### src/design/umh_pkg.sv
// Shared constants of the modem handshake block
package umh_pkg;

    localparam int          NUM_PORTS   = 2;
    localparam int          ADDR_W      = 8;
    localparam int          DATA_W      = 32;
    localparam int          INT_W       = NUM_PORTS;

    // Register byte offsets, port 1 at the base, port 2 one stride above
    localparam logic [7:0]  OFF_MSR        = 8'h00;
    localparam logic [7:0]  OFF_MCR        = 8'h04;
    localparam logic [7:0]  OFF_IER        = 8'h08;
    localparam logic [7:0]  PORT_STRIDE    = 8'h0C;
    localparam logic [7:0]  OFF_INT_STATUS = 8'h18;
    localparam logic [7:0]  OFF_INT_CLEAR  = 8'h1C;
    localparam logic [7:0]  OFF_INT_ENABLE = 8'h20;

    // Field positions
    localparam int          MSR_DCTS    = 0;
    localparam int          MSR_DDSR    = 1;
    localparam int          MSR_CTS     = 4;
    localparam int          MSR_DSR     = 5;
    localparam int          MCR_DTR     = 0;
    localparam int          MCR_RTS     = 1;
    localparam int          MCR_LOOP    = 4;
    localparam int          IER_MSI     = 3;

    // Reset values
    localparam logic        BIT_RST      = 1'b0;
    localparam logic        PIN_IDLE     = 1'b1;
    localparam logic [1:0]  SYNC_RST     = 2'h3;
    localparam logic [INT_W-1:0] INT_RST = 2'h0;
    localparam logic [DATA_W-1:0] DATA_ZERO = 32'h0000_0000;

    typedef enum logic [1:0] {
        UMH_SEL_NONE = 2'b00,
        UMH_SEL_PORT = 2'b01,
        UMH_SEL_INT  = 2'b10
    } umh_sel_t;

endpackage

### src/design/umh_pin_if.sv
// Synchronised modem input levels and events of one port
`timescale 1ns/1ps
interface umh_pin_if;
    logic dsrLevelN;    // Synchronised data set ready, active low
    logic ctsLevelN;    // Synchronised clear to send, active low
    logic dsrRise;      // Pin went low to high
    logic ctsRise;      // Pin went low to high
    logic dsrChange;    // Pin changed either way
    logic ctsChange;    // Pin changed either way

    modport src (
        output dsrLevelN,
        output ctsLevelN,
        output dsrRise,
        output ctsRise,
        output dsrChange,
        output ctsChange
    );
    modport dst (
        input dsrLevelN,
        input ctsLevelN,
        input dsrRise,
        input ctsRise,
        input dsrChange,
        input ctsChange
    );
endinterface

### src/design/umh_pin_sync.sv
// Two-stage synchroniser and edge finder for one port's modem inputs
`timescale 1ns/1ps
module umh_pin_sync
    import umh_pkg::*;
(
    input  wire logic  core_clk,   // Core clock
    input  wire logic  reset,      // Synchronous reset, active high
    input  wire logic  dsrN,       // Data set ready pin, active low
    input  wire logic  ctsN,       // Clear to send pin, active low
    umh_pin_if.src     pins        // Synchronised levels and events
);
    import umh_pkg::*;

    logic [1:0] dsrSync_q;
    logic [1:0] ctsSync_q;
    logic       dsrPrev_q;
    logic       ctsPrev_q;

    // First stage feeds only the second stage
    always_ff @(posedge core_clk) begin
        if (reset) begin
            dsrSync_q <= SYNC_RST;
            ctsSync_q <= SYNC_RST;
            dsrPrev_q <= PIN_IDLE;
            ctsPrev_q <= PIN_IDLE;
        end else begin
            dsrSync_q <= {dsrSync_q[0], dsrN};
            ctsSync_q <= {ctsSync_q[0], ctsN};
            dsrPrev_q <= dsrSync_q[1];
            ctsPrev_q <= ctsSync_q[1];
        end
    end

    assign pins.dsrLevelN = dsrSync_q[1];
    assign pins.ctsLevelN = ctsSync_q[1];
    assign pins.dsrRise   = dsrSync_q[1] & ~dsrPrev_q;
    assign pins.ctsRise   = ctsSync_q[1] & ~ctsPrev_q;
    assign pins.dsrChange = dsrSync_q[1] ^ dsrPrev_q;
    assign pins.ctsChange = ctsSync_q[1] ^ ctsPrev_q;

endmodule

### src/design/umh_handshake.sv
// Modem handshake registers and pins of two serial ports, APB slave
`timescale 1ns/1ps
module umh_handshake
    import umh_pkg::*;
(
    input  wire logic                 core_clk,                // 20 MHz core clock
    input  wire logic                 reset,                   // Sync reset, active high
    input  wire logic                 psel,                    // APB select
    input  wire logic                 penable,                 // APB enable
    input  wire logic                 pwrite,                  // APB direction
    input  wire logic [ADDR_W-1:0]    paddr,                   // APB byte address
    input  wire logic [DATA_W-1:0]    pwdata,                  // APB write data
    output logic      [DATA_W-1:0]    prdata,                  // APB read data
    output logic                      pready,                  // APB ready
    output logic                      pslverr,                 // APB error
    input  wire logic                 data_set_ready_n_port1,  // Modem ready, port 1
    input  wire logic                 data_set_ready_n_port2,  // Modem ready, port 2
    input  wire logic                 clear_to_send_n_port1,   // Modem clear, port 1
    input  wire logic                 clear_to_send_n_port2,   // Modem clear, port 2
    output logic                      request_to_send_n_port1, // Request, port 1
    output logic                      request_to_send_n_port2, // Request, port 2
    output logic                      terminal_ready_n_port1,  // Terminal ready, port 1
    output logic                      terminal_ready_n_port2,  // Terminal ready, port 2
    output logic                      irq                      // Interrupt, active high
);
    import umh_pkg::*;

    // Byte address of a per-port register
    function automatic logic [ADDR_W-1:0] portAddr(input int port, input logic [7:0] off);
        portAddr = ADDR_W'(off + port * PORT_STRIDE);
    endfunction

    // Status byte of one port, unused bits read zero
    function automatic logic [DATA_W-1:0] msrWord(input logic dsrN, input logic ctsN,
                                                  input logic dDsr, input logic dCts);
        logic [DATA_W-1:0] w;
        w = DATA_ZERO;
        w[MSR_DSR]  = ~dsrN;
        w[MSR_CTS]  = ~ctsN;
        w[MSR_DDSR] = dDsr;
        w[MSR_DCTS] = dCts;
        msrWord = w;
    endfunction

    // Bus state
    logic                   pready_q;
    logic                   pready_d;
    logic [DATA_W-1:0]      prdata_q;
    logic [DATA_W-1:0]      prdata_d;
    logic                   pslverr_q;
    logic                   pslverr_d;

    // Interrupt block
    logic [INT_W-1:0]       intStat_q;
    logic [INT_W-1:0]       intStat_d;
    logic [INT_W-1:0]       intEn_q;
    logic [INT_W-1:0]       intEn_d;
    logic                   irq_q;
    logic                   irq_d;

    // Per-port state
    logic [NUM_PORTS-1:0]   dtrBit_q;
    logic [NUM_PORTS-1:0]   rtsBit_q;
    logic [NUM_PORTS-1:0]   loop_q;
    logic [NUM_PORTS-1:0]   msiEn_q;
    logic [NUM_PORTS-1:0]   deltaDsr_q;
    logic [NUM_PORTS-1:0]   deltaCts_q;
    logic [NUM_PORTS-1:0]   rtsN_q;
    logic [NUM_PORTS-1:0]   dtrN_q;

    // Next values of the per-port flops
    logic [NUM_PORTS-1:0]   deltaDsr_d;
    logic [NUM_PORTS-1:0]   deltaCts_d;
    logic [NUM_PORTS-1:0]   rtsN_d;
    logic [NUM_PORTS-1:0]   dtrN_d;

    // Per-port decode and read data
    logic [NUM_PORTS-1:0]   hitMsr;
    logic [NUM_PORTS-1:0]   hitMcr;
    logic [NUM_PORTS-1:0]   hitIer;
    logic [NUM_PORTS-1:0]   rdMsr;
    logic [NUM_PORTS-1:0]   wrMcr;
    logic [NUM_PORTS-1:0]   wrIer;
    logic [NUM_PORTS-1:0]   modemEvent;
    logic [DATA_W-1:0]      portRd [NUM_PORTS];
    logic [DATA_W-1:0]      msrRd  [NUM_PORTS];
    logic [DATA_W-1:0]      mcrRd  [NUM_PORTS];
    logic [DATA_W-1:0]      ierRd  [NUM_PORTS];

    // Global decode
    wire                    accessPhase;
    wire                    xferDone;
    wire                    wrDone;
    wire                    rdDone;
    wire                    hitIntStat;
    wire                    hitIntClr;
    wire                    hitIntEn;
    wire                    hitAnyPort;
    wire                    mapped;
    wire                    badAccess;
    wire [DATA_W-1:0]       portRdAny;
    wire [DATA_W-1:0]       intRd;
    wire [DATA_W-1:0]       readData;
    wire [INT_W-1:0]        intClrMask;
    wire                    wrIntClr;
    wire                    wrIntEn;
    umh_sel_t               readSel;

    umh_pin_if pinBus [NUM_PORTS] ();

    umh_pin_sync u_sync_port1 (
        .core_clk (core_clk),
        .reset    (reset),
        .dsrN     (data_set_ready_n_port1),
        .ctsN     (clear_to_send_n_port1),
        .pins     (pinBus[0])
    );

    umh_pin_sync u_sync_port2 (
        .core_clk (core_clk),
        .reset    (reset),
        .dsrN     (data_set_ready_n_port2),
        .ctsN     (clear_to_send_n_port2),
        .pins     (pinBus[1])
    );

    // One wait state: pready rises in the second access cycle
    assign accessPhase = psel & penable;
    assign xferDone    = accessPhase & pready_q;
    assign wrDone      = xferDone & pwrite;
    assign rdDone      = xferDone & ~pwrite;

    assign hitIntStat  = (paddr == OFF_INT_STATUS);
    assign hitIntClr   = (paddr == OFF_INT_CLEAR);
    assign hitIntEn    = (paddr == OFF_INT_ENABLE);
    assign hitAnyPort  = |{hitMsr, hitMcr, hitIer};
    assign mapped      = hitAnyPort | hitIntStat | hitIntClr | hitIntEn;

    // Status and clear are one-way; the wrong direction is an error
    assign badAccess   = ~mapped
                       | (hitIntStat & pwrite)
                       | (hitIntClr & ~pwrite)
                       | (|hitMsr & pwrite);

    assign wrIntClr    = wrDone & hitIntClr;
    assign wrIntEn     = wrDone & hitIntEn;
    assign intClrMask  = wrIntClr ? pwdata[INT_W-1:0] : INT_RST;

    assign readSel     = hitAnyPort ? UMH_SEL_PORT
                       : (hitIntStat | hitIntEn) ? UMH_SEL_INT
                       : UMH_SEL_NONE;

    assign portRdAny   = portRd[0] | portRd[1];
    assign intRd       = hitIntStat ? {{(DATA_W-INT_W){1'b0}}, intStat_q}
                                    : {{(DATA_W-INT_W){1'b0}}, intEn_q};

    assign readData    = (readSel == UMH_SEL_PORT) ? portRdAny
                       : (readSel == UMH_SEL_INT)  ? intRd
                       : DATA_ZERO;

    // Data is latched in the first access cycle and held while pready is high
    assign pready_d    = accessPhase & ~pready_q;
    assign prdata_d    = pready_d ? (pwrite ? DATA_ZERO : readData) : prdata_q;
    assign pslverr_d   = pready_d & badAccess;

    genvar p;
    generate
        for (p = 0; p < NUM_PORTS; p++) begin : g_port
            assign hitMsr[p] = (paddr == portAddr(p, OFF_MSR));
            assign hitMcr[p] = (paddr == portAddr(p, OFF_MCR));
            assign hitIer[p] = (paddr == portAddr(p, OFF_IER));
            assign rdMsr[p]  = rdDone & hitMsr[p];
            assign wrMcr[p]  = wrDone & hitMcr[p];
            assign wrIer[p]  = wrDone & hitIer[p];

            // Any edge of either pin counts, not only the rising ones
            assign modemEvent[p] = msiEn_q[p]
                                 & (pinBus[p].dsrChange | pinBus[p].ctsChange);

            // Clear-to-send reaches only status and interrupt logic
            assign msrRd[p]  = msrWord(pinBus[p].dsrLevelN, pinBus[p].ctsLevelN,
                                       deltaDsr_q[p], deltaCts_q[p]);
            assign mcrRd[p]  = DATA_ZERO | (DATA_W'(dtrBit_q[p]) << MCR_DTR)
                                         | (DATA_W'(rtsBit_q[p]) << MCR_RTS)
                                         | (DATA_W'(loop_q[p]) << MCR_LOOP);
            assign ierRd[p]  = DATA_ZERO | (DATA_W'(msiEn_q[p]) << IER_MSI);
            assign portRd[p] = hitMsr[p] ? msrRd[p]
                             : hitMcr[p] ? mcrRd[p]
                             : hitIer[p] ? ierRd[p]
                             : DATA_ZERO;

            // Control bits land on the completing edge of a write
            always_ff @(posedge core_clk) begin
                if (reset) begin
                    dtrBit_q[p] <= BIT_RST;
                end else if (wrMcr[p]) begin
                    dtrBit_q[p] <= pwdata[MCR_DTR];
                end
            end

            always_ff @(posedge core_clk) begin
                if (reset) begin
                    rtsBit_q[p] <= BIT_RST;
                end else if (wrMcr[p]) begin
                    rtsBit_q[p] <= pwdata[MCR_RTS];
                end
            end

            always_ff @(posedge core_clk) begin
                if (reset) begin
                    loop_q[p] <= BIT_RST;
                end else if (wrMcr[p]) begin
                    loop_q[p] <= pwdata[MCR_LOOP];
                end
            end

            always_ff @(posedge core_clk) begin
                if (reset) begin
                    msiEn_q[p] <= BIT_RST;
                end else if (wrIer[p]) begin
                    msiEn_q[p] <= pwdata[IER_MSI];
                end
            end

            // A rise in the same cycle as the read survives the clear
            assign deltaDsr_d[p] = pinBus[p].dsrRise | (deltaDsr_q[p] & ~rdMsr[p]);
            assign deltaCts_d[p] = pinBus[p].ctsRise | (deltaCts_q[p] & ~rdMsr[p]);

            always_ff @(posedge core_clk) begin
                if (reset) begin
                    deltaDsr_q[p] <= BIT_RST;
                end else begin
                    deltaDsr_q[p] <= deltaDsr_d[p];
                end
            end

            always_ff @(posedge core_clk) begin
                if (reset) begin
                    deltaCts_q[p] <= BIT_RST;
                end else begin
                    deltaCts_q[p] <= deltaCts_d[p];
                end
            end

            // Pins follow the stored control bits one cycle after the write
            // Loop mode parks both outputs at their idle level
            assign rtsN_d[p] = ~(rtsBit_q[p] & ~loop_q[p]);
            assign dtrN_d[p] = ~(dtrBit_q[p] & ~loop_q[p]);

            always_ff @(posedge core_clk) begin
                if (reset) begin
                    rtsN_q[p] <= PIN_IDLE;
                end else begin
                    rtsN_q[p] <= rtsN_d[p];
                end
            end

            always_ff @(posedge core_clk) begin
                if (reset) begin
                    dtrN_q[p] <= PIN_IDLE;
                end else begin
                    dtrN_q[p] <= dtrN_d[p];
                end
            end
        end
    endgenerate

    // Sticky modem-status events; the event wins over any clear
    assign intStat_d = modemEvent | (intStat_q & ~rdMsr & ~intClrMask);
    assign intEn_d   = wrIntEn ? pwdata[INT_W-1:0] : intEn_q;
    assign irq_d     = |(intStat_d & intEn_d);

    always_ff @(posedge core_clk) begin
        if (reset) begin
            intStat_q <= INT_RST;
        end else begin
            intStat_q <= intStat_d;
        end
    end

    always_ff @(posedge core_clk) begin
        if (reset) begin
            intEn_q <= INT_RST;
        end else begin
            intEn_q <= intEn_d;
        end
    end

    // Registered so the pin stays clean while status settles
    always_ff @(posedge core_clk) begin
        if (reset) begin
            irq_q <= BIT_RST;
        end else begin
            irq_q <= irq_d;
        end
    end

    always_ff @(posedge core_clk) begin
        if (reset) begin
            pready_q <= BIT_RST;
        end else begin
            pready_q <= pready_d;
        end
    end

    always_ff @(posedge core_clk) begin
        if (reset) begin
            prdata_q <= DATA_ZERO;
        end else begin
            prdata_q <= prdata_d;
        end
    end

    always_ff @(posedge core_clk) begin
        if (reset) begin
            pslverr_q <= BIT_RST;
        end else begin
            pslverr_q <= pslverr_d;
        end
    end

    assign prdata                  = prdata_q;
    assign pready                  = pready_q;
    assign pslverr                 = pslverr_q;
    assign irq                     = irq_q;
    assign request_to_send_n_port1 = rtsN_q[0];
    assign request_to_send_n_port2 = rtsN_q[1];
    assign terminal_ready_n_port1  = dtrN_q[0];
    assign terminal_ready_n_port2  = dtrN_q[1];

endmodule

### config.mk
export PLATFORM = sky130hd
export DESIGN_NAME = umh_handshake
export DESIGN_NICKNAME = d
export VERILOG_FILES = /design/src/design/umh_pkg.sv /design/src/design/umh_pin_if.sv /design/src/design/umh_pin_sync.sv /design/src/design/umh_handshake.sv
export SDC_FILE = /design/constraint.sdc
export NUM_CORES = 1
export LEC_CHECK = 0
export ABC_AREA = 1
export BUFFER_PORTS_ARGS = -buffer_cell sky130_fd_sc_hd__buf_2
export CAP_MARGIN = 40
export CORE_ASPECT_RATIO = 2
export CORE_MARGIN = 4
export CORE_UTILIZATION = 39
export CTS_CLUSTER_DIAMETER = 50
export CTS_CLUSTER_SIZE = 25
export DETAILED_ROUTE_END_ITERATION = 10
export MAX_ROUTING_LAYER = met4
export PLACE_DENSITY = 0.74
export SLEW_MARGIN = 20
export SYNTH_ARGS = -nofsm -noshare
export SYNTH_HDL_FRONTEND = slang
export SYNTH_HIERARCHICAL = 1
export SYNTH_SLANG_ARGS = --single-unit
### constraint.sdc
create_clock -name core_clk -period 3.7 [get_ports core_clk]
set_input_delay 0.74 -clock core_clk [delete_from_list [all_inputs] [get_ports core_clk]]
set_output_delay 0.74 -clock core_clk [all_outputs]
set_load 0.02 [all_outputs]
---- After elaboration in Yosys (flattened, before gate mapping) ----
Index checks and enable logic that the tools add are counted.
operators by class
  reduce and logical (&&, ||, !) cells .... 4
  mux-type cells .......................... 14
  eq/ne operators ......................... 10
  bitwise gates (word level) .............. 78
operators with widths
  kind                number
  $mux 32             2
  $eq 8x5->1 const B  4
  $or 32x32->32       1
  $and 1x1->1         31
  $not 1->1           19
  $eq 8x4->1 const B  2
  $or 1x1->1          13
  $mux 2              6
  $mux 6              2
  $mux 5              2
  $or 2x5->5          2
  $eq 8x3->1 const B  1
  $eq 8x6->1 const B  1
  $logic_not 8->1     1
  $mux 4              2
  $and 2x2->2         3
  $reduce_or 6->1     1
  $not 2->2           2
  $or 1x2->2          2
  $reduce_or 2->1     2
  $xor 1x1->1         4
  $eq 2x1->1 const B  1
  $eq 2x2->1 const B  1
  $or 2x2->2          1
storage, ports and cells
  output and inout port bits .............. 39
  input bits .............................. 49
  logic and storage cells ................. 136
  flip-flop bits (word level) ............. 67

---- Logic depth before layout (Yosys ltp) ----
Gate-level depths: netlist of run 1.
  depth after elaboration ................. 10
  mapped depth ............................ 11
  gate-level depth less buffers ........... 11

---- Modules after synthesis ----
Netlist of run 1, hierarchy kept.
modules (own cells, without submodules)
  module         area each (µm²)  cells an instance  instances
  umh_handshake  1,747.9          243                1
  umh_pin_sync   209.0            25                 2

---- Least setup slack after synthesis of run 1 ----
Ideal clock, no wire load.
  path type ............................... input-to-reg
  start ................................... in paddr[7]
  end ..................................... reg irq_q, in the netlist irq
  data arrival time ....................... 1,555 ps
  setup time .............................. 112 ps
  buffers on the path ..................... 0
  cell stages on the path ................. 10
  slack ................................... 2,033 ps
  path through ............................ nor2_2 nand2_4 nor2_4 inv_2 nor2_2 inv_2 nand3_2 nand2_1 nand2_1 nand2_1
between the ends
  cells in the longest elaborated chain, start to end .. 8
  elaborated cells between the ends (all ways) .. 17
  classes of those cells .................. 3 x eq/ne; 2 x mux; 10 x bitwise; 2 x reduce/logical
RTL lines
  what                                             line                                        RTL
  from (decl)                                      umh_handshake.sv:11                         input wire logic [ADDR_W-1:0] paddr,
  $eq 8x5->1 (tied with other cells)               umh_handshake.sv:134                        assign hitIntClr = (paddr == OFF_INT_CLEAR);
  $and 1x1->1 (on tied branches)                   umh_handshake.sv:145, umh_handshake.sv:172
  $mux 2 / $not 2->2 (equally long branches)       umh_handshake.sv:147, umh_handshake.sv:269
  $not 2->2 / $and 2x2->2 (equally long branches)  umh_handshake.sv:269                        assign intStat_d = modemEvent | (intStat_q & ~rdMsr & ~intClrMask);
  $and 2x2->2                                      umh_handshake.sv:269
  $or 2x2->2                                       umh_handshake.sv:269
  $and 2x2->2 *                                    umh_handshake.sv:271                        assign irq_d = |(intStat_d & intEn_d);
  $reduce_or 2->1 *                                umh_handshake.sv:271
  to (signal assigned)                             umh_handshake.sv:294                        irq_q <= irq_d;
  to (decl)                                        umh_handshake.sv:58                         logic irq_q;
Mark *: on every way between the ends. The rest lies on a longest branch, timed or not.
A chain may end at the register's enable or synchronous reset.

---- Worst setup path in the final report of run 1 ----
  start ................................... reg pready_q, in the netlist pready
  end ..................................... out pready
RTL lines
  what                    line                  RTL
  from (decl)             umh_handshake.sv:46   logic pready_q;
  from (signal assigned)  umh_handshake.sv:302  pready_q <= pready_d;
  to (decl)               umh_handshake.sv:14   output logic pready,
No word-level cell between the ends.

==> results of run 1 <==
[kinds of logic (layout without fill, tap and decap cells)]
kind of cell               after synthesis  after routing
buffers and inverters                   81             92
other                                    1             27
AOI/OAI and AO/OA                       36             36
and+or+nand+nor                        131            131
DFF                                     40             40
adders and majority gates                4              4
[state kept, by name, indices dropped and copies added, names as in the netlist, 2 cells and up]
name / cells
deltaCts_q: 2
deltaDsr_q: 2
dtrBit_q: 2
ierRd: 2
intEn_q: 2
intStat_q: 2
loop_q: 2
prdata: 5
rtsBit_q: 2
u_sync_port1/ctsSync_q: 2
u_sync_port1/dsrSync_q: 2
u_sync_port2/ctsSync_q: 2
u_sync_port2/dsrSync_q: 2
[layout by cell type, fill, tap and decap left out, types with 4 or more instances in the layout]
| cell | count |
|---|---|
| sky130_fd_sc_hd__nor2_1 | 21 |
| sky130_fd_sc_hd__nand2_2 | 7 |
| sky130_fd_sc_hd__nand3_1 | 27 |
| sky130_fd_sc_hd__clkbuf_8 | 5 |
| sky130_fd_sc_hd__nor2_2 | 11 |
| sky130_fd_sc_hd__a21oi_1 | 16 |
| sky130_fd_sc_hd__o21ai_0 | 4 |
| sky130_fd_sc_hd__o21ai_1 | 9 |
| sky130_fd_sc_hd__buf_2 | 32 |
| sky130_fd_sc_hd__nor2_4 | 5 |
| sky130_fd_sc_hd__inv_2 | 13 |
| sky130_fd_sc_hd__dfxtp_1 | 40 |
| sky130_fd_sc_hd__inv_1 | 36 |
| sky130_fd_sc_hd__conb_1 | 27 |
| sky130_fd_sc_hd__nand2_1 | 51 |
| sky130_fd_sc_hd__ha_1 | 4 |
[area by class of cell]
type,count,area [um2]
multi-input cells,198,1050
flip-flops and latches,40,801
fillers,584,3020
well taps,60,75.1
repair buffers,32,160
inverters,52,200
clock buffers,6,72.6
clock inverters,2,35.0
[power by group through the flow]
| stage | logic [uW] | clock network, uW | registers, uW |
|---|---|---|---|
| 2_1_floorplan | 81.9 | 0 | 452 |
| 3_3_place_gp | 84.8 | 0 | 452 |
| 3_5_place_dp | 86.5 | 0 | 452 |
| 4_1_cts | 86.8 | 357 | 442 |
| 5_1_grt | 96.7 | 375 | 443 |
| 6_report | 86.4 | 346 | 442 |
[per-stage QoR]
| step | setup WS (ns) | utilization | total power, uW |
|---|---|---|---|
| floorplan | 2.03 | - | 534 |
| global placement | 1.76 | 0.422 | 536 |
| detailed placement | 1.75 | 0.422 | 539 |
| CTS | 2.01 | 0.442 | 885 |
| global route | 1.90 | 0.442 | 915 |
| finish | 2.03 | 0.442 | 874 |
[metal layers]
layer	track usage	part of all wire
met3	0.0170	0.051
met2	0.242	0.54
met5	-	0
met1	0.131	0.33
met4	0.136	0.082
[worst min path at each step]
stage          slack (ns)                         to                 startpoint  cells past startpoint
3_3_place_gp         0.39  u_sync_port2/ctsSync_q[1]  u_sync_port2/ctsSync_q[0]                      2
6_report             0.41  u_sync_port2/ctsSync_q[1]  u_sync_port2/ctsSync_q[0]                      2
2_1_floorplan        0.39  u_sync_port1/ctsSync_q[1]  u_sync_port1/ctsSync_q[0]                      2
5_1_grt              0.44  u_sync_port2/ctsSync_q[1]  u_sync_port2/ctsSync_q[0]                      2
3_5_place_dp         0.40  u_sync_port2/ctsSync_q[1]  u_sync_port2/ctsSync_q[0]                      2
4_1_cts              0.41  u_sync_port2/ctsSync_q[1]  u_sync_port2/ctsSync_q[0]                      2
==> tab_implementation.tex, run 1 <==
\begin{tabular}{lr}
\hline
Metric & Value \\
\hline
\multicolumn{2}{l}{\textbf{Power}} \\
Switching share of power & 0.246 \\
Leakage component of the power & 0.00129 uW \\
Largest voltage drop on the vdd net & 0.000250 V \\
NetSw & 215 uW \\
Sequential share of power & 0.505 \\
Power density relative to cell area & 365 nW/um2 \\
Part of the total power dissipated in the clock network & 0.396 \\
Combinational share of power & 0.099 \\
Int Power & 659 uW \\
\multicolumn{2}{l}{\textbf{Placement}} \\
Number of cells after detailed placement & 382 \\
Placed wire-length estimate & 3730 um \\
Final weighted congestion in routability-driven placement & 0.895 \\
Cell area after placement & 2290 um2 \\
Quantity of I/O buffers inserted on ports & 32 \\
\multicolumn{2}{l}{\textbf{Synthesis}} \\
Number of instances in the synthesized netlist & 293 \\
Count of flip-flops with a built-in enable after synthesis & 0 \\
Proportion of synthesized area in mux cells & 0 \\
Main combinational cell family by area after synthesis & simple AND/OR/NAND/NOR gates \\
Flip-flop and latch count after synthesis & 40 \\
Mean cell area of the mapped netlist & 7.39 um2 \\
Most instantiated cells after synthesis & sky130\_fd\_sc\_hd\_\_nand2\_1 (51), sky130\_fd\_sc\_hd\_\_dfxtp\_1 (40), sky130\_fd\_sc\_hd\_\_inv\_1 (36) \\
Area fraction in compound gates after synthesis & 0.0959 \\
Post-synthesis share of cell area spent on full adders, half adders and majority gates & 0.0231 \\
Most instantiated library cell after synthesis & sky130\_fd\_sc\_hd\_\_nand2\_1 \\
Cells taking the most area after synthesis & sky130\_fd\_sc\_hd\_\_dfxtp\_1 (37\%), sky130\_fd\_sc\_hd\_\_buf\_4 (9.4\%), sky130\_fd\_sc\_hd\_\_nand2\_1 (8.8\%), sky130\_fd\_sc\_hd\_\_inv\_1 (6.2\%), sky130\_fd\_sc\_hd\_\_nand3\_1 (6.2\%) \\
Most instantiated flip-flop cell in the synthesis netlist & sky130\_fd\_sc\_hd\_\_dfxtp\_1 \\
XOR/XNOR share of the synthesized area & 0 \\
Largest area contributor in the netlist & sky130\_fd\_sc\_hd\_\_dfxtp\_1 \\
Synthesized cell area & 2170 um2 \\
Syn. warnings & 6 \\
Fraction of registers with async set or reset after synthesis & 0 \\
Sequential-to-total area share from yosys stat & 0.370 \\
Unique masters post-synth & 29 \\
Post-Synth Simple-Gate Area & 0.320 \\
Fraction of post-synthesis cell area in the top cell type by area & 0.370 \\
\multicolumn{2}{l}{\textbf{Global route}} \\
Total gr overflow & 0 \\
Antenna violations before repair & 0 \\
Wire length of the first global-routing pass & 7190 um \\
Pin count of the biggest net entering global routing & 18 \\
Vias in the first global route & 1705 \\
All-Layer GR Usage & 0.144 \\
\multicolumn{2}{l}{\textbf{Final layout}} \\
Antenna diode instance count & 0 \\
Final non-filler cell total & 390 \\
Syn-to-layout area delta & 10.6\% \\
Cell area after layout & 2400 um2 \\
Net count, final & 382 \\
Share of final-layout standard cells stronger than drive strength 1 & 0.270 \\
\multicolumn{2}{l}{\textbf{Clock network}} \\
Quantity of gates resized following cts & 0 \\
Clock slew at reported path FFs & 0.08 ns \\
Skew-Pair Late Insertion Delay & 0.29 ns \\
CTS Root Cell & sky130\_fd\_sc\_hd\_\_clkbuf\_8 \\
TritonCTS buffer count & 5 \\
Total number of clock tree sinks & 40 \\
\# Post-CTS Setup Buffers & 0 \\
Maximum buffer depth of the clock tree & 2 \\
Number of levels the H-tree was split into & 2 \\
Hold-fix buffer count after cts & 0 \\
CTS tree & done \\
\multicolumn{2}{l}{\textbf{Setup path}} \\
Destination of the critical timing path & pready \\
Element type at the critical path start & register \\
Worst path max stage delay & 0.43 ns \\
Nature of the critical path endpoint & output pin \\
Crit path arrival time & 0.93 ns \\
Kind of critical path & reg -> out \\
Cell type group with the largest total delay on the critical path & flip-flops \\
Critical Path Stages & 1 \\
Crit path buffers/inverters & 1 \\
Startpoint of the most critical register-to-register path & pready \\
Critical Path Source & pready \\
Data required time of the critical path & 2.96 ns \\
Library cell contributing the largest single delay on the critical path & sky130\_fd\_sc\_hd\_\_dfxtp\_1 \\
Reg-to-reg setup timing slack & 2.43 ns \\
Crit-path max FO & 4 \\
Depth of the most critical reg-to-reg path & 7 \\
Cell Chain, Critical Path & buf\_2 \\
Critical R2R Capture & irq \\
\multicolumn{2}{l}{\textbf{Die}} \\
Placeable core region & 5420 um2 \\
Vertical die dimension & 113 um \\
Die X-Extent & 60.7 um \\
Count of standard-cell rows & 38 \\
Total die area & 6880 um2 \\
Total I/O pin count & 88 \\
Initial cell density of the core & 0.400 \\
\multicolumn{2}{l}{\textbf{Worst hold path}} \\
Worst hold path class & reg -> reg \\
\multicolumn{2}{l}{\textbf{STA}} \\
Minimum period implied by the final worst setup slack & 1.67 ns \\
Worst hold slack & 0.411 ns \\
Post-Route Skew & 0.00841 ns \\
Sum of negative setup slack & 0 ns \\
Share of the cycle needed by the critical path after routing & 0.452 \\
Peak clock frequency supported by timing & 598 MHz \\
Final number of hold-violating endpoints & 0 \\
Unrepaired setup endpoints after global routing & no \\
Number of slew-limit violations in the final report & 0 \\
Final setup violation count & 0 \\
\multicolumn{2}{l}{\textbf{Detailed routing}} \\
Via count normalized by instance count & 4.64 \\
Initial drt markers & 62 \\
Average routed wire per standard cell & 11.3 um \\
1st-pass router iterations & 4 \\
Final Routed Wirelength & 4430 um \\
Via Count & 1808 \\
Final ANT Viol Nets & 0 \\
Post-detailed-route DRC marker count & 0 \\
\multicolumn{2}{l}{\textbf{Job}} \\
Max-Cap Viols & 0 \\
\multicolumn{2}{l}{\textbf{Run status}} \\
Outcome & complete, no violations \\
\hline
\end{tabular}
(Power assumes the default switching activity.)
==> run 2: changes to the inputs <==
- PLACE_DENSITY: 0.74 -> 0.76
- clock period: 3.7 -> 1.5 ns (I/O delays scaled with it)
==> run 2 against run 1 <==
Sequential power is 150% higher. Design area is 1.3% higher. Worst setup slack worse by 1.8 ns. First-iteration DRC count is 39% higher. Non-clock buffer count is 8 higher. Die area stayed put. Critical path type is now reg -> reg.
==> tab_implementation.tex, run 2 (synthesized netlist as in run 1, its figures left out) <==
\begin{tabular}{lr}
\hline
Metric & Value \\
\hline
\multicolumn{2}{l}{\textbf{Placement}} \\
Number of cells after detailed placement & 390 (+2.1\%) \\
Quantity of I/O buffers inserted on ports & 32 (unchanged) \\
Final weighted congestion in routability-driven placement & 0.919 (+2.7\%) \\
Post-Place Setup Slack & -0.00569 ns (-1.75 ns) \\
Placed wire-length estimate & 3880 um (+4.1\%) \\
\multicolumn{2}{l}{\textbf{Worst hold path}} \\
Hold Path Sink & u\_sync\_port2/dsrSync\_q[0] \\
Hold Crit Depth & 3 (+1) \\
Worst hold path class & in -> reg \\
Hold\_sp & data\_set\_ready\_n\_port2 \\
\multicolumn{2}{l}{\textbf{Setup path}} \\
Data required time of the critical path & 1.68 ns (-1.28 ns) \\
Critical Path Source & u\_sync\_port1/ctsPrev\_q \\
Kind of critical path & reg -> reg \\
Crit path arrival time & 1.48 ns (+0.55 ns) \\
Startpoint of the most critical register-to-register path & u\_sync\_port1/ctsPrev\_q \\
Reg-to-reg setup timing slack & 0.20 ns (-2.23 ns) \\
Crit-path max FO & 2 (-2) \\
Nature of the critical path endpoint & register \\
Element type at the critical path start & register \\
Depth of the most critical reg-to-reg path & 7 (unchanged) \\
Critical R2R Capture & irq \\
\multicolumn{2}{l}{\textbf{Detailed routing}} \\
Routed wire length on met3 & 223 um (-0.45\%) \\
M1 wire length & 1480 um (+1.5\%) \\
Detail Route met2 WL & 2590 um (+8.9\%) \\
Final ANT Viol Nets & 0 (unchanged) \\
Post-detailed-route DRC marker count & 0 (unchanged) \\
Initial drt markers & 86 (+39\%) \\
Top routing layer in use & met4 \\
Average routed wire per standard cell & 11.5 um (+1.4\%) \\
1st-pass router iterations & 6 (+2) \\
Final Routed Wirelength & 4570 um (+3.3\%) \\
Via count normalized by instance count & 4.62 (-0.40\%) \\
Via Count & 1833 (+1.4\%) \\
\multicolumn{2}{l}{\textbf{STA}} \\
Post-Route Skew & 0.00253 ns (-0.00588 ns) \\
Number of slew-limit violations in the final report & 0 (unchanged) \\
Final setup violation count & 0 (unchanged) \\
Share of the cycle needed by the critical path after routing & 0.865 \\
Final number of hold-violating endpoints & 0 (unchanged) \\
Peak clock frequency supported by timing & 771 MHz \\
Unrepaired setup endpoints after global routing & no \\
Minimum period implied by the final worst setup slack & 1.30 ns \\
PnR worst setup slack & 0.203 ns (-1.83 ns) \\
\multicolumn{2}{l}{\textbf{Global route}} \\
Antenna violations before repair & 0 (unchanged) \\
Vias in the first global route & 1752 (+2.8\%) \\
Pin count of the biggest net entering global routing & 17 (-1) \\
All-Layer GR Usage & 0.151 (+0.00667) \\
Wire length of the first global-routing pass & 7520 um (+4.6\%) \\
Total gr overflow & 0 (unchanged) \\
\multicolumn{2}{l}{\textbf{Die}} \\
Total I/O pin count & 88 (unchanged) \\
Vertical die dimension & 113 um (unchanged) \\
Die X-Extent & 60.7 um (unchanged) \\
Placeable core region & 5420 um2 (unchanged) \\
Count of standard-cell rows & 38 (unchanged) \\
Total die area & 6880 um2 (unchanged) \\
Initial cell density of the core & 0.400 (unchanged) \\
\multicolumn{2}{l}{\textbf{Clock network}} \\
CTS Root Cell & sky130\_fd\_sc\_hd\_\_clkbuf\_8 \\
Total number of clock tree sinks & 40 (unchanged) \\
\# Post-CTS Setup Buffers & 0 (unchanged) \\
Skew-Pair Late Insertion Delay & 0.29 ns (about the same) \\
Quantity of gates resized following cts & 0 (unchanged) \\
TritonCTS buffer count & 5 (unchanged) \\
Maximum buffer depth of the clock tree & 2 (unchanged) \\
CTS tree & done \\
Clock slew at reported path FFs & 0.07 ns (about the same) \\
Hold-fix buffer count after cts & 0 (unchanged) \\
Number of levels the H-tree was split into & 2 (unchanged) \\
\multicolumn{2}{l}{\textbf{Final layout}} \\
Most common cell after layout, fill and taps aside & sky130\_fd\_sc\_hd\_\_nand2\_1 \\
Flip-flop count of the largest register, all copies and words added & 5 (unchanged) \\
Final non-filler cell total & 397 (+1.8\%) \\
Antenna diode instance count & 0 (unchanged) \\
Number of filler instances in the final layout & 591 (+1.2\%) \\
Util after Layout & 0.448 (+0.00554) \\
Top library cells by usage in the layout, fill and taps aside & sky130\_fd\_sc\_hd\_\_nand2\_1 (51), sky130\_fd\_sc\_hd\_\_dfxtp\_1 (40), sky130\_fd\_sc\_hd\_\_inv\_1 (36) \\
Syn-to-layout area delta & 12.0\% \\
Net count, final & 390 (+2.1\%) \\
Share of final-layout standard cells stronger than drive strength 1 & 0.285 (+0.0152) \\
\multicolumn{2}{l}{\textbf{Job}} \\
Max-Cap Viols & 0 (unchanged) \\
\multicolumn{2}{l}{\textbf{Power}} \\
Power density relative to cell area & 810 nW/um2 (+120\%) \\
Final total power & 1970 uW (+120\%) \\
Largest voltage drop on the vdd net & 0.000557 V (+120\%) \\
Leakage component of the power & 0.00132 uW (+2.1\%) \\
\multicolumn{2}{l}{\textbf{Run status}} \\
Outcome & complete, no violations \\
\hline
\end{tabular}
-- run 2: cell count changes in the layout (fill, tap and decap cells not counted) --
cell,previous run,this run
sky130_fd_sc_hd__buf_4,0,8
sky130_fd_sc_hd__bufinv_16,1,0
-- run 2: per-stage QoR --
stage | cell area [um2] | TNS [ns] | hold WS, ns
finish | 2430 | 0 | 0.176
global route | 2430 | 0 | 0.183
CTS | 2430 | 0 | 0.165
detailed placement | 2350 | -0.00569 | 0.399
global placement | 2350 | 0 | 0.390
floorplan | 2260 | 0 | 0.369
-- run 2: worst max path at each step --
stage	cells after the start	slack [ns]	to
after global placement	11	0.04	irq
final	7	0.20	irq
after detailed placement	11	-0.006	irq
after CTS	7	0.18	irq
after global routing	7	0.1	irq
after floorplan	7	0.23	irq
-- run 2: layout make-up --
| class | instances | area, um2 | share of cell area |
|---|---|---|---|
| Timing Repair Buffer | 40 | 220 | 0.0908 |
| Multi-Input combinational cell | 198 | 1050 | 0.434 |
| Inverter | 52 | 200 | 0.0825 |
| Tap cell | 60 | 75.1 | 0.0309 |
| Sequential cell | 40 | 801 | 0.330 |
| Clock inverter | 1 | 5.00 | 0.00206 |
| Clock buffer | 6 | 72.6 | 0.0299 |
-- run 2: layer usage --
layer / track usage / vias to the layer above
met5: - / -
met4: 0.116 / 0
met3: 0.0136 / 14
met2: 0.274 / 55
met1: 0.132 / 816
li1: - / 948
-- run 2: report_power, final --
| part | switching, uW | internal, uW |
|---|---|---|
| Clock | 339 | 316 |
| Sequential | 10.0 | 1080 |
| Combinational | 163 | 57.3 |
-- run 2: worst max-delay path, cell delays in order (launching register included) --
cell and delay (ns):
sky130_fd_sc_hd__dfxtp_1 0.32, sky130_fd_sc_hd__inv_1 0.04, sky130_fd_sc_hd__ha_1 0.27, sky130_fd_sc_hd__inv_1 0.03, sky130_fd_sc_hd__o21ai_0 0.30, sky130_fd_sc_hd__nand2_1 0.10
sky130_fd_sc_hd__nand2_1 0.07, sky130_fd_sc_hd__nand2_1 0.05
==> run 3: changes to the inputs <==
- CORE_UTILIZATION: 39 -> 35
- PLACE_DENSITY: 0.76 -> 0.7
==> run 3 against run 2 <==
Critical path depth stayed put. Global-route usage down 1.7 points. Core utilization is 3.9 points lower. Largest power group unchanged. Count of clock-buffer cells in the layout stayed put. Sequential share of layout area down 0.40 points. Critical path type unchanged. Wire length is 3.5% higher. Non-clock buffer count fell by 4. First-iteration DRC count decreased by 35%.
==> tab_implementation.tex, run 3 (synthesized netlist as in run 1, its figures left out) <==
\begin{tabular}{lr}
\hline
Metric & Value \\
\hline
\multicolumn{2}{l}{\textbf{Power}} \\
NetSw & 552 uW (+7.8\%) \\
Int Power & 1740 uW (+20\%) \\
Part of the total power dissipated in the clock network & 0.428 (+0.095) \\
Combinational share of power & 0.095 (-0.017) \\
Sequential share of power & 0.476 (-0.079) \\
Switching share of power & 0.241 (-0.0197) \\
Power density relative to cell area & 933 nW/um2 (+15\%) \\
Largest voltage drop on the vdd net & 0.000558 V (+0.14\%) \\
Leakage component of the power & 0.00132 uW (+0.31\%) \\
\multicolumn{2}{l}{\textbf{Clock network}} \\
\# Post-CTS Setup Buffers & 0 (unchanged) \\
Quantity of gates resized following cts & 0 (unchanged) \\
Number of levels the H-tree was split into & 2 (unchanged) \\
TritonCTS buffer count & 5 (unchanged) \\
Maximum buffer depth of the clock tree & 2 (unchanged) \\
CTS tree & done \\
Total number of clock tree sinks & 40 (unchanged) \\
CTS Root Cell & sky130\_fd\_sc\_hd\_\_clkbuf\_16 \\
Hold-fix buffer count after cts & 0 (unchanged) \\
Skew-Pair Late Insertion Delay & 0.28 ns (about the same) \\
Clock slew at reported path FFs & 0.05 ns (-0.02 ns) \\
\multicolumn{2}{l}{\textbf{Global route}} \\
All-Layer GR Usage & 0.134 (-0.0167) \\
Pin count of the biggest net entering global routing & 17 (unchanged) \\
Total gr overflow & 0 (unchanged) \\
Wire length of the first global-routing pass & 7630 um (+1.5\%) \\
Vias in the first global route & 1766 (+0.80\%) \\
Antenna violations before repair & 0 (unchanged) \\
\multicolumn{2}{l}{\textbf{Detailed routing}} \\
Via count normalized by instance count & 4.57 (-0.95\%) \\
Post-detailed-route DRC marker count & 0 (unchanged) \\
Via Count & 1811 (-1.2\%) \\
Final Routed Wirelength & 4730 um (+3.5\%) \\
Initial drt markers & 56 (-35\%) \\
1st-pass router iterations & 4 (-2) \\
Average routed wire per standard cell & 11.9 um (+3.7\%) \\
Final ANT Viol Nets & 0 (unchanged) \\
\multicolumn{2}{l}{\textbf{Placement}} \\
Final weighted congestion in routability-driven placement & 0.883 (-3.9\%) \\
Post-Place Setup Slack & -0.00589 ns (-0.000198 ns) \\
Quantity of I/O buffers inserted on ports & 32 (unchanged) \\
Placed wire-length estimate & 3940 um (+1.5\%) \\
\multicolumn{2}{l}{\textbf{Setup path}} \\
Data required time of the critical path & 1.68 ns (about the same) \\
Crit-path max FO & 2 (unchanged) \\
Nature of the critical path endpoint & register \\
Kind of critical path & reg -> reg \\
Critical Path Source & u\_sync\_port1/ctsPrev\_q \\
Crit path arrival time & 1.42 ns (-0.06 ns) \\
Startpoint of the most critical register-to-register path & u\_sync\_port1/ctsPrev\_q \\
Element type at the critical path start & register \\
\multicolumn{2}{l}{\textbf{Final layout}} \\
Share of final-layout standard cells stronger than drive strength 1 & 0.276 (-0.00859) \\
Most common cell after layout, fill and taps aside & sky130\_fd\_sc\_hd\_\_nand2\_1 \\
FF+latch area & 801 um2 (unchanged) \\
Antenna diode instance count & 0 (unchanged) \\
Syn-to-layout area delta & 13.4\% \\
Multi-input logic area & 1050 um2 (unchanged) \\
Flip-flop count of the largest register, all copies and words added & 5 (unchanged) \\
Util after Layout & 0.409 (-0.0386) \\
Top library cells by usage in the layout, fill and taps aside & sky130\_fd\_sc\_hd\_\_nand2\_1 (51), sky130\_fd\_sc\_hd\_\_dfxtp\_1 (40), sky130\_fd\_sc\_hd\_\_inv\_1 (36) \\
Net count, final & 386 (-1.0\%) \\
Number of filler instances in the final layout & 628 (+6.3\%) \\
\multicolumn{2}{l}{\textbf{Die}} \\
Total I/O pin count & 88 (unchanged) \\
Total die area & 7590 um2 (+10\%) \\
Initial cell density of the core & 0.361 (-0.0390) \\
Die X-Extent & 63.6 um (+4.8\%) \\
Placeable core region & 6010 um2 (+11\%) \\
Count of standard-cell rows & 40 (+5.3\%) \\
Vertical die dimension & 119 um (+5.2\%) \\
\multicolumn{2}{l}{\textbf{STA}} \\
Unrepaired setup endpoints after global routing & no \\
Final number of hold-violating endpoints & 0 (unchanged) \\
Final setup violation count & 0 (unchanged) \\
Peak clock frequency supported by timing & 801 MHz (+3.8\%) \\
Share of the cycle needed by the critical path after routing & 0.833 (-0.0320) \\
Number of slew-limit violations in the final report & 0 (unchanged) \\
Post-Route Skew & 0.00409 ns (+0.00156 ns) \\
Worst hold slack & 0.189 ns (+0.0130 ns) \\
Minimum period implied by the final worst setup slack & 1.25 ns (-0.0480 ns) \\
PnR worst setup slack & 0.251 ns (+0.0480 ns) \\
\multicolumn{2}{l}{\textbf{Run status}} \\
Outcome & complete, no violations \\
\multicolumn{2}{l}{\textbf{Worst hold path}} \\
Worst hold path class & in -> reg \\
Hold\_sp & data\_set\_ready\_n\_port2 \\
\multicolumn{2}{l}{\textbf{Job}} \\
Max-Cap Viols & 0 (unchanged) \\
\hline
\end{tabular}
## run 3: final cells by class
cell class                      count  area share
Multi-Input combinational cell    198       0.428
Sequential cell                    40       0.326
Inverter                           52      0.0815
Timing Repair Buffer               36      0.0774
Clock buffer                        6      0.0525
Tap cell                           63      0.0321
Clock inverter                      1     0.00204
## run 3: final timing paths
check                         endpoint  slack (ns)  cells after the start
max reg2reg                        irq        0.25                      7
max                                irq        0.25                      7
min          u_sync_port2/dsrSync_q[0]        0.19                      3
min reg2reg  u_sync_port2/dsrSync_q[1]        0.40                      2
## run 3: per-layer routing
metal	up-vias	global-route usage	wire (um)
met1	803	0.106	1550
met5	-	-	0
met2	57	0.252	2600
met4	0	0.115	338
li1	930	-	-
met3	21	0.0236	239
## run 3: power by group through the flow
stage | registers [uW] | logic, uW | clock network (uW)
6_report | 1090 | 218 | 982
3_3_place_gp | 1110 | 213 | 0
4_1_cts | 1090 | 217 | 1000
5_1_grt | 1090 | 242 | 1050
2_1_floorplan | 1120 | 202 | 0
3_5_place_dp | 1120 | 216 | 0
## run 3: critical path, stage by stage, from the launching register on
cell and delay [ns]:
sky130_fd_sc_hd__dfxtp_1 0.30, sky130_fd_sc_hd__inv_1 0.04, sky130_fd_sc_hd__ha_1 0.26, sky130_fd_sc_hd__inv_1 0.04, sky130_fd_sc_hd__o21ai_0 0.30, sky130_fd_sc_hd__nand2_1 0.09
sky130_fd_sc_hd__nand2_1 0.07, sky130_fd_sc_hd__nand2_1 0.05
## run 3: through the flow
step | area (um2) | instances | power, uW | TNS, ns
3_5_place_dp | 2320 | 389 | 1330 | -0.00589
5_1_grt | 2460 | 396 | 2380 | 0
3_3_place_gp | 2320 | 389 | 1330 | 0
6_report | 2460 | 396 | 2290 | 0
4_1_cts | 2460 | 396 | 2310 | 0
2_1_floorplan | 2260 | 319 | 1320 | 0
